==> src/hdl/csl_cfg.svh <==
// offsets, field positions, reset values and timing constants for the current-sense limit block
`ifndef CSL_CFG_SVH
`define CSL_CFG_SVH

// ==========================================================
// register offsets
`define CSL_ADDR_SENSE1_TRIP_DELAY 8'h1a
`define CSL_ADDR_SENSE2_GAIN_THRESHOLD 8'h1b
`define CSL_ADDR_SENSE2_TRIP_DELAY 8'h1c
`define CSL_ADDR_SENSE3_CONTROL 8'h1d
`define CSL_ADDR_SENSE3_TRIP_DELAY 8'h1e
`define CSL_ADDR_UNUSED_SLOT 8'h1f

// ==========================================================
// reset values
`define CSL_RST_SENSE1_TRIP_DELAY 8'h04
`define CSL_RST_SENSE2_GAIN_THRESHOLD 8'h1d
`define CSL_RST_SENSE2_TRIP_DELAY 8'h05
`define CSL_RST_SENSE3_CONTROL 8'h00
`define CSL_RST_SENSE3_TRIP_DELAY 8'h05
`define CSL_RST_UNUSED_SLOT 8'h00

// ==========================================================
// field positions
`define CSL_DELAY_MSB 5
`define CSL_GAIN_SEL_BIT 6
`define CSL_THRESH_MSB 4
`define CSL_THRESH_FLOOR_CODE 5'h04
`define CSL_THRESH_FLOOR_DV 6'h05
`define CSL_GAIN_LOW 6'h14
`define CSL_GAIN_HIGH 6'h28

// ==========================================================
// timing: clock rate and delay steps in microseconds
`define CSL_CLK_MHZ 250
`define CSL_STEP_ONE_US 5250
`define CSL_STEP_TWO_US 1050
`define CSL_STEP_ONE_CYCLES (`CSL_STEP_ONE_US * `CSL_CLK_MHZ)
`define CSL_STEP_TWO_CYCLES (`CSL_STEP_TWO_US * `CSL_CLK_MHZ)

`endif

==> src/hdl/csl_pkg.sv <==
// types shared by the current-sense limit block
package csl_pkg;

  // ==========================================================
  // register access request from the configuration interface
  typedef struct packed {
    logic [7:0] addr;
    logic wr;
    logic rd;
    logic [7:0] wdata;
  } csl_reg_req_type;

  // ==========================================================
  // decoded channel two analog settings
  typedef struct packed {
    logic [5:0] amp_gain;
    logic [4:0] limit_threshold_two;
    logic [5:0] threshold_dv;
  } csl_sense2_cfg_type;

endpackage

==> src/hdl/csl_regs.sv <==
// current-sense limit configuration registers and channel trip timing
`timescale 1ns/1ps
`include "csl_cfg.svh"
module csl_regs
  import csl_pkg::*;
#(
  parameter int STEP_ONE_CYCLES = `CSL_STEP_ONE_CYCLES,
  parameter int STEP_TWO_CYCLES = `CSL_STEP_TWO_CYCLES
) (
  input wire logic ref_clk,
  input wire logic rst,
  input wire csl_reg_req_type reg_req,
  output logic [7:0] reg_rdata,
  output logic reg_rvalid,
  output logic reg_hit,
  input wire logic [2:0] over_limit_pin,
  output logic [2:0] channel_trip,
  output csl_sense2_cfg_type sense2_cfg,
  output logic [7:0] sense3_ctrl
);

  // ==========================================================
  // register storage
  logic [5:0] trip_delay_one;
  logic amp_gain_select_two;
  logic [4:0] limit_threshold_two;
  logic [5:0] trip_delay_two;
  logic [7:0] sense3_control;
  logic [5:0] trip_delay_three;
  logic [7:0] unused_slot;
  logic [2:0] over_meta;
  logic [2:0] over_sync;
  logic [7:0] next_rdata;
  logic next_hit;

  // reset words held as constants so their fields can be sliced on purpose
  localparam logic [7:0] RST_DELAY_ONE = `CSL_RST_SENSE1_TRIP_DELAY;
  localparam logic [7:0] RST_GAIN_THR = `CSL_RST_SENSE2_GAIN_THRESHOLD;
  localparam logic [7:0] RST_DELAY_TWO = `CSL_RST_SENSE2_TRIP_DELAY;
  localparam logic [7:0] RST_DELAY_THREE = `CSL_RST_SENSE3_TRIP_DELAY;

  // threshold in tenths of a volt: codes up to four share the floor
  function automatic logic [5:0] thresh_dv(input logic [4:0] code);
    if (code <= `CSL_THRESH_FLOOR_CODE) begin
      thresh_dv = `CSL_THRESH_FLOOR_DV;
    end else begin
      thresh_dv = 6'(code) + 6'h01;
    end
  endfunction

  function automatic logic addr_is(input logic [7:0] a, input logic [7:0] b);
    addr_is = (a == b);
  endfunction

  // ==========================================================
  // write path; reserved bits are not stored so they read back zero
  always_ff @(posedge ref_clk or posedge rst) begin
    if (rst) begin
      trip_delay_one <= RST_DELAY_ONE[5:0];
      amp_gain_select_two <= RST_GAIN_THR[6];
      limit_threshold_two <= RST_GAIN_THR[4:0];
      trip_delay_two <= RST_DELAY_TWO[5:0];
      sense3_control <= `CSL_RST_SENSE3_CONTROL;
      trip_delay_three <= RST_DELAY_THREE[5:0];
      unused_slot <= `CSL_RST_UNUSED_SLOT;
    end else if (reg_req.wr) begin
      if (addr_is(reg_req.addr, `CSL_ADDR_SENSE1_TRIP_DELAY)) begin
        trip_delay_one <= reg_req.wdata[`CSL_DELAY_MSB:0];
      end
      if (addr_is(reg_req.addr, `CSL_ADDR_SENSE2_GAIN_THRESHOLD)) begin
        amp_gain_select_two <= reg_req.wdata[`CSL_GAIN_SEL_BIT];
        limit_threshold_two <= reg_req.wdata[`CSL_THRESH_MSB:0];
      end
      if (addr_is(reg_req.addr, `CSL_ADDR_SENSE2_TRIP_DELAY)) begin
        trip_delay_two <= reg_req.wdata[`CSL_DELAY_MSB:0];
      end
      if (addr_is(reg_req.addr, `CSL_ADDR_SENSE3_CONTROL)) begin
        sense3_control <= reg_req.wdata;
      end
      if (addr_is(reg_req.addr, `CSL_ADDR_SENSE3_TRIP_DELAY)) begin
        trip_delay_three <= reg_req.wdata[`CSL_DELAY_MSB:0];
      end
      if (addr_is(reg_req.addr, `CSL_ADDR_UNUSED_SLOT)) begin
        unused_slot <= reg_req.wdata;
      end
    end
  end

  // ==========================================================
  // read mux; unmapped addresses answer zero with the hit flag low
  always_comb begin
    next_rdata = 8'h00;
    next_hit = 1'b1;
    unique case (reg_req.addr)
      `CSL_ADDR_SENSE1_TRIP_DELAY: next_rdata = {2'h0, trip_delay_one};
      `CSL_ADDR_SENSE2_GAIN_THRESHOLD: begin
        next_rdata = {1'b0, amp_gain_select_two, 1'b0, limit_threshold_two};
      end
      `CSL_ADDR_SENSE2_TRIP_DELAY: next_rdata = {2'h0, trip_delay_two};
      `CSL_ADDR_SENSE3_CONTROL: next_rdata = sense3_control;
      `CSL_ADDR_SENSE3_TRIP_DELAY: next_rdata = {2'h0, trip_delay_three};
      `CSL_ADDR_UNUSED_SLOT: next_rdata = unused_slot;
      default: next_hit = 1'b0;
    endcase
  end

  // read answer is registered one cycle after the request
  always_ff @(posedge ref_clk or posedge rst) begin
    if (rst) begin
      reg_rdata <= 8'h00;
      reg_rvalid <= 1'b0;
      reg_hit <= 1'b0;
    end else begin
      reg_rvalid <= reg_req.rd;
      if (reg_req.rd) begin
        reg_rdata <= next_rdata;
        reg_hit <= next_hit;
      end
    end
  end

  // ==========================================================
  // decoded analog settings, registered so the analog side sees clean levels
  always_ff @(posedge ref_clk or posedge rst) begin
    if (rst) begin
      sense2_cfg <= '0;
      sense3_ctrl <= 8'h00;
    end else begin
      sense2_cfg.amp_gain <= amp_gain_select_two ? `CSL_GAIN_HIGH : `CSL_GAIN_LOW;
      sense2_cfg.limit_threshold_two <= limit_threshold_two;
      sense2_cfg.threshold_dv <= thresh_dv(limit_threshold_two);
      sense3_ctrl <= sense3_control;
    end
  end

  // ==========================================================
  // comparator outputs are asynchronous to ref_clk: two-flop synchroniser
  always_ff @(posedge ref_clk or posedge rst) begin
    if (rst) begin
      over_meta <= 3'h0;
      over_sync <= 3'h0;
    end else begin
      over_meta <= over_limit_pin;
      over_sync <= over_meta;
    end
  end

  // ==========================================================
  // per-channel persistence timers; channel one uses the coarse step
  csl_trip_timer #(
    .STEP_CYCLES(STEP_ONE_CYCLES)
  ) u_timer_one (
    .ref_clk(ref_clk),
    .rst(rst),
    .over_limit(over_sync[0]),
    .delay_code(trip_delay_one),
    .trip(channel_trip[0]),
    .held_cycles()
  );

  csl_trip_timer #(
    .STEP_CYCLES(STEP_TWO_CYCLES)
  ) u_timer_two (
    .ref_clk(ref_clk),
    .rst(rst),
    .over_limit(over_sync[1]),
    .delay_code(trip_delay_two),
    .trip(channel_trip[1]),
    .held_cycles()
  );

  // same scale as channel two by sharing its step parameter
  csl_trip_timer #(
    .STEP_CYCLES(STEP_TWO_CYCLES)
  ) u_timer_three (
    .ref_clk(ref_clk),
    .rst(rst),
    .over_limit(over_sync[2]),
    .delay_code(trip_delay_three),
    .trip(channel_trip[2]),
    .held_cycles()
  );
endmodule

==> src/hdl/csl_trip_timer.sv <==
// persistence timer that qualifies one channel's over-limit condition
`timescale 1ns/1ps
module csl_trip_timer
  import csl_pkg::*;
#(
  parameter int STEP_CYCLES = 1
) (
  input wire logic ref_clk,
  input wire logic rst,
  input wire logic over_limit,
  input wire logic [5:0] delay_code,
  output logic trip,
  output logic [31:0] held_cycles
);

  logic [31:0] target;

  // ==========================================================
  // target length scales linearly with the code, zero means no wait
  assign target = 32'(delay_code) * 32'(STEP_CYCLES);

  // count how long the condition has been present; any gap restarts
  always_ff @(posedge ref_clk or posedge rst) begin
    if (rst) begin
      held_cycles <= 32'h0;
    end else if (!over_limit) begin
      held_cycles <= 32'h0;
    end else if (held_cycles < target) begin
      held_cycles <= held_cycles + 32'h1;
    end
  end

  // trip once held long enough; saturating count keeps trip asserted
  always_ff @(posedge ref_clk or posedge rst) begin
    if (rst) begin
      trip <= 1'b0;
    end else begin
      trip <= over_limit && (held_cycles >= target);
    end
  end
endmodule

==> config.mk <==
export PLATFORM = sky130hd
export DESIGN_NAME = csl_regs
export DESIGN_NICKNAME = d
export VERILOG_FILES = /design/src/hdl/csl_pkg.sv /design/src/hdl/csl_regs.sv /design/src/hdl/csl_trip_timer.sv
export VERILOG_INCLUDE_DIRS = /design/src /design/src/hdl
export SDC_FILE = /design/constraint.sdc
export NUM_CORES = 1
export LEC_CHECK = 0
export BUFFER_PORTS_ARGS = -buffer_cell sky130_fd_sc_hd__buf_2
export CORE_MARGIN = 5
export CORE_UTILIZATION = 25
export CTS_CLUSTER_SIZE = 14
export DETAILED_ROUTE_END_ITERATION = 8
export PLACE_DENSITY_LB_ADDON = 0.15
export SLEW_MARGIN = 20
export SYNTH_ARGS = -nofsm -noshare
export SYNTH_HDL_FRONTEND = slang
export SYNTH_SLANG_ARGS = --single-unit
==> constraint.sdc <==
create_clock -name ref_clk -period 7.15 [get_ports ref_clk]
set_input_delay 0.715 -clock ref_clk [delete_from_list [all_inputs] [get_ports ref_clk]]
set_output_delay 0.715 -clock ref_clk [all_outputs]
set_load 0.1 [all_outputs]
-- Word-level counts from Yosys, hierarchy flattened
Cells that the tools add are included.
- flip-flop bits (word level): 180
- input port bits: 23
- output and inout bits: 38
- word-level logic and storage cells: 65
- add/subtract/negate cells: 4
- multipliers: 3
- order comparisons: 7
- eq/ne operators: 9
- multiplexer cells: 10
- reductions and logical operators: 10
- operators with widths (cell ; count):
    $mux 32 ; 6
    $add 32x1->32 const B ; 3
    $ge 32x25->1 ; 2
    $lt 32x25->1 ; 2
    $eq 8x5->1 const B ; 6
    $pmux 8 s6 ; 1
    $mul 6x17->23 const B ; 2
    $ge 32x27->1 ; 1
    $lt 32x27->1 ; 1
    $mul 6x19->25 const B ; 1
    $mux 6 ; 2
    $reduce_and 2->1 ; 6
    $add 5x1->6 const B ; 1
    $ne 2x1->1 const B ; 3
    $reduce_or 6->1 ; 1
    $le 5x3->1 const B ; 1
    $logic_and 1x1->1 ; 3
    $mux 1 ; 1

-- Depth between registers and ports, before layout
- word-level depth: 4
- mapped depth: 24
- gate-level depth less buffers: 22

-- By module
From an unflattened synthesis, not the netlist that was laid out.
- cell total of the unflattened synthesis: 1232
- area total of the unflattened synthesis: 12400.6 um^2
- by module, submodules not included (module ; times used ; cells each ; area an instance (um^2) ; seq. area each (um^2)):
    csl_trip_timer (u_timer_one) ; 1 ; 399 ; 3585.9 ; 825.8
    csl_regs ; 1 ; 220 ; 3183.1 ; 1938.1
    csl_trip_timer (u_timer_two) ; 1 ; 307 ; 2857.7 ; 825.8
    csl_trip_timer (u_timer_three) ; 1 ; 306 ; 2773.9 ; 825.8

-- Least setup slack after synthesis
No wires, ideal clock.
- kind: reg2reg
- start: register trip_delay_one[2]
- end: register u_timer_one.held_cycles[5]
- library setup time: 0.078 ns
- data arrival time: 4.898 ns
- data required time: 7.072 ns
- setup slack: 2.174 ns
- cell stages (with the launch flop): 23
- buffers on the path: 1
- clock period less this slack: 4.976 ns
- cells stage by stage: dfstp_2 -> inv_1 -> fa_1 -> inv_1 -> ha_1 -> inv_1 -> fa_1 -> inv_1 -> ha_1 -> fa_1 -> a21oi_1 -> o21bai_1 -> a21oi_1 -> o21ai_0 -> nand2b_1 -> xnor2_1 -> ha_1 -> a21o_1 -> a21oi_1 -> a31oi_2 -> buf_2 -> or4_1 -> a21oi_1
- word-level cells in the longest chain between the ends: 3
- RTL lines (element ; line ; source):
    start: declaration ; csl_regs.sv:24 ; logic [5:0] trip_delay_one;
    start signal: assignment ; csl_regs.sv:59 ; trip_delay_one <= RST_DELAY_ONE[5:0];
    start signal: assignment ; csl_regs.sv:68 ; trip_delay_one <= reg_req.wdata[`CSL_DELAY_MSB:0];
    $mul 6x19->25 ; csl_trip_timer.sv:20 ; assign target = 32'(delay_code) * 32'(STEP_CYCLES);
    $lt 32x27->1 ; csl_trip_timer.sv:28 ; end else if (held_cycles < target) begin
    $ne 2x1->1 (no source line) ; - ;
    end signal: assignment ; csl_trip_timer.sv:29 ; held_cycles <= held_cycles + 32'h1;
    end: declaration ; csl_trip_timer.sv:13 ; output logic [31:0] held_cycles
Every way passes these cells.
A chain may end at the register's enable or synchronous reset.

-- Worst setup path in the final report
- start: register trip_delay_one[2]
- end: register u_timer_one.held_cycles[21]
The elaborated chain is that of the path after synthesis.

==> results.py <==
metrics = {
    "logic_synthesis": {
        "synth_top_area_cell": "dfrtp_1",
        "synthMostInstantiatedCell": "dfrtp_1",
        "synth_area_leaders": "dfrtp_1, ha_1, inv_1",
        "synthFlopType": "dfrtp_1",
        "yosysSeqAreaShare": 0.3564,
        "yosysTopAreaCellShare": 0.3373,
        "ys_warn_count": 0,
        "synth_cell_types": 73,
        "async_flop_share": 1.000,
        "ys_seq_elements": 176,
        "yosys-top-cells-count": "dfrtp_1, ha_1, inv_1",
        "postSynthAreaPerCell_um2": 9.809,
        "netlist_area_um2": 12390,
        "synth-edff-count": 0,
        "synthCells": 1263,
    },
    "cts": {
        "cts_hold_buf": 0,
        "cts_buffers": 17,
        "clock_latency_ns": 0.48,
        "h-tree-depth": 4,
        "cts_buffer_depth": 2,
        "postCtsSetupBuffers": 0,
        "clock-sinks": 176,
        "cts_resized": 0,
        "cts.root.buffer_cell": "clkbuf_16",
        "clkTransAtPathRegs_ns": 0.09,
        "cts_tree": "yes",
    },
    "sta": {
        "worst_slack_ns": 1.377,
        "finalSetupViolCount": 0,
        "drv_slew": 0,
        "final.setup.tns_ns": 0,
        "tightest_slew_ns": 1.072,
        "period_needed_ns": 5.773,
        "maxSlewHeadroom": 0.2800,
        "whs_ns": 0.3380,
        "hold_viol": 0,
        "rsz0062_at_grt": "false",
        "finClkSkew_ns": 0.01681,
        "fmax_mhz": 173.2,
        "fin_crit_sh": 0.8074,
    },
    "cells_and_area": {
        "nFillCells": 5205,
        "fin_util": 0.2857,
        "multi_input_area_um2": 7188,
        "regArea_um2": 4415,
        "fin_nets": 1503,
        "layout-drive-gt1-share": 0.1261,
        "syn_to_final_growth_pct": 12.87,
    },
    "min_path": {
        "hp-class": "primary input to flop",
        "min_to": "over_meta[2]$_DFF_PP0_",
        "min_from": "over_limit_pin[2]",
        "hold_path_depth": 1,
    },
    "global_routing": {
        "grt_max_degree": 83,
        "grt_pass1_wl_mm": 53.81,
        "gr-usage-all-layers": 0.1262,
        "gr-total-overflow": 0,
        "grt_pass1_vias": 9356,
        "antenna_found_initial": 3,
    },
    "place": {
        "dp_slack_ns": 1.373,
        "post-dp-hpwl_mm": 24.35,
        "port_buffers": 58,
        "place_congestion": 0.7586,
    },
    "die": {
        "io_pins": 61,
        "start_util": 0.2531,
        "die_h_um": 232.6,
        "core_um2": 48950,
        "num_rows": 81,
        "die-area_um2": 54110,
        "die_width_um": 232.6,
    },
    "worst_setup_path": {
        "crit_fanout": 11,
        "worst-path-buf-inv": 4,
        "crit_required_ns": 7.53,
        "crit_arrival_ns": 6.15,
        "rrSetupSlack_ns": 1.38,
        "path_delay_family": "adder cells",
        "cp_cell_sequence": "inv_1 > fa_1 > inv_1 > ha_1 > inv_1 > fa_1 > inv_1 > ha_1 > fa_1 > a21oi_1 > o21bai_1 > a21oi_1 > o21ai_0 > nand2b_1 > a311oi_1 > ha_1 > a21oi_1 > nor4b_1 > nor4b_4 > nand4_1 > or4_1 > a21oi_1",
        "r2r_cells": 22,
        "timing_worst_setup_path_type": "flop to flop",
        "start_kind": "flop",
        "crit-reg2reg-launch": "trip_delay_one[2]$_DFFE_PP1P_",
        "critPathMaxStageDelay_ns": 0.61,
        "reg2reg_to": "u_timer_one.held_cycles[21]$_DFFE_PP0P_",
        "slowest_stage": "or4_1",
        "end_kind": "flop",
    },
    "power_and_ir_drop": {
        "leakagePower_nw": 6.563,
        "p_per_area_nw_per_um2": 223.5,
        "total_power_mw": 3.126,
        "ir_drop_v": 0.0001785,
    },
    "route": {
        "remaining_drc_errors": 0,
        "ant_nets": 0,
        "drt_wl_total_mm": 32.96,
        "routedWlPerCell_um": 16.69,
        "dr.first_iter.drc_count": 472,
        "route.vias.total": 9345,
        "firstDrtPassIters": 6,
        "viasPerCell": 4.732,
    },
    "flow_run": {
        "drv_cap": 0,
    },
    "status": {
        "status": "complete, no violations",
    },
}
## sequential cells by signal, indices dropped and copies added (netlist names), 3 cells and up
name                       cells
u_timer_one.held_cycles       32
u_timer_three.held_cycles     32
u_timer_two.held_cycles       32
sense2_cfg                    13
reg_rdata                      8
sense3_control                 8
sense3_ctrl                    8
unused_slot                    8
trip_delay_one                 6
trip_delay_three               6
trip_delay_two                 6
limit_threshold_two            5
over_meta                      3
over_sync                      3
## area by class of cell
type	instances	area share
Multi-Input combinational cell	882	0.5140
Sequential cell	176	0.3158
Tap cell	664	0.05941
Inverter	153	0.04161
Clock buffer	17	0.03042
Timing Repair Buffer	65	0.02452
Clock inverter	15	0.01369
Antenna cell	3	0.0005369
## power breakdown
part	switching (mW)	internal (mW)	leakage (nW)
registers	0.0496	1.04	2.34
clock network	0.508	0.507	0.298
logic	0.656	0.369	3.92
## cells by family after synthesis
kind of cell	after synthesis	share of synthesized area
AO/OA/AOI/OAI	235	0.1265
AND/OR/NAND/NOR	361	0.1616
adder cells (fa/ha/maj)	185	0.2026
XOR/XNOR	25	0.01767
flip-flops	176	0.3564
other	1	0.0003027
buffers and inverters	206	0.06564
multiplexers	74	0.06928
## how the worst max path moves through the flow
stage | from | end | slack [ns] | cells past startpoint
2_1_floorplan | rst | amp_gain_select_two$_DFFE_PP0P_ | 1.68 | 1
3_3_place_gp | trip_delay_one[2]$_DFFE_PP1P_ | u_timer_one.held_cycles[25]$_DFFE_PP0P_ | 1.54 | 22
3_5_place_dp | trip_delay_one[2]$_DFFE_PP1P_ | u_timer_one.held_cycles[21]$_DFFE_PP0P_ | 1.37 | 22
4_1_cts | trip_delay_one[2]$_DFFE_PP1P_ | u_timer_one.held_cycles[21]$_DFFE_PP0P_ | 1.37 | 22
5_1_grt | trip_delay_one[2]$_DFFE_PP1P_ | u_timer_one.held_cycles[25]$_DFFE_PP0P_ | 0.99 | 22
6_report | trip_delay_one[2]$_DFFE_PP1P_ | u_timer_one.held_cycles[21]$_DFFE_PP0P_ | 1.38 | 22
## metrics by stage
stage | area [um^2] | instances
2_1_floorplan | 12390 | 1264
3_3_place_gp | 13340 | 1940
3_5_place_dp | 13350 | 1940
4_1_cts | 13970 | 1972
5_1_grt | 13980 | 1972
6_report | 13980 | 1975
## cells in the final DEF, fill, tap and decap left out, types with 6 or more instances in the layout
cell / instances
a2111oi_0: 12
o21ai_0: 36
dfrtp_1: 167
and3b_1: 8
nor3_1: 11
mux2i_1: 34
clkbuf_16: 17
o22ai_1: 7
or4_1: 22
ha_1: 159
xnor2_1: 17
nand2b_1: 47
and3_1: 19
nand4_1: 27
buf_2: 58
mux4_2: 6
o21bai_1: 8
nand3_1: 55
mux2_2: 34
nand2_1: 97
nor4_1: 20
nor2_1: 19
o31ai_1: 32
fa_1: 26
a21oi_1: 66
o311ai_0: 13
o21a_1: 6
buf_4: 7
a21o_1: 13
dfstp_2: 9
inv_1: 151
xor2_1: 8
## metal layers
layer | vias to the layer above | global-route usage | wire length [um]
met1 | 4573 | 0.1796 | 16690
met5 | - | 0 | 13
li1 | 4612 | - | -
met2 | 131 | 0.1945 | 14770
met4 | 2 | 0.03231 | 364
met3 | 27 | 0.02782 | 1125
Power figures use the tool's default switching activity.
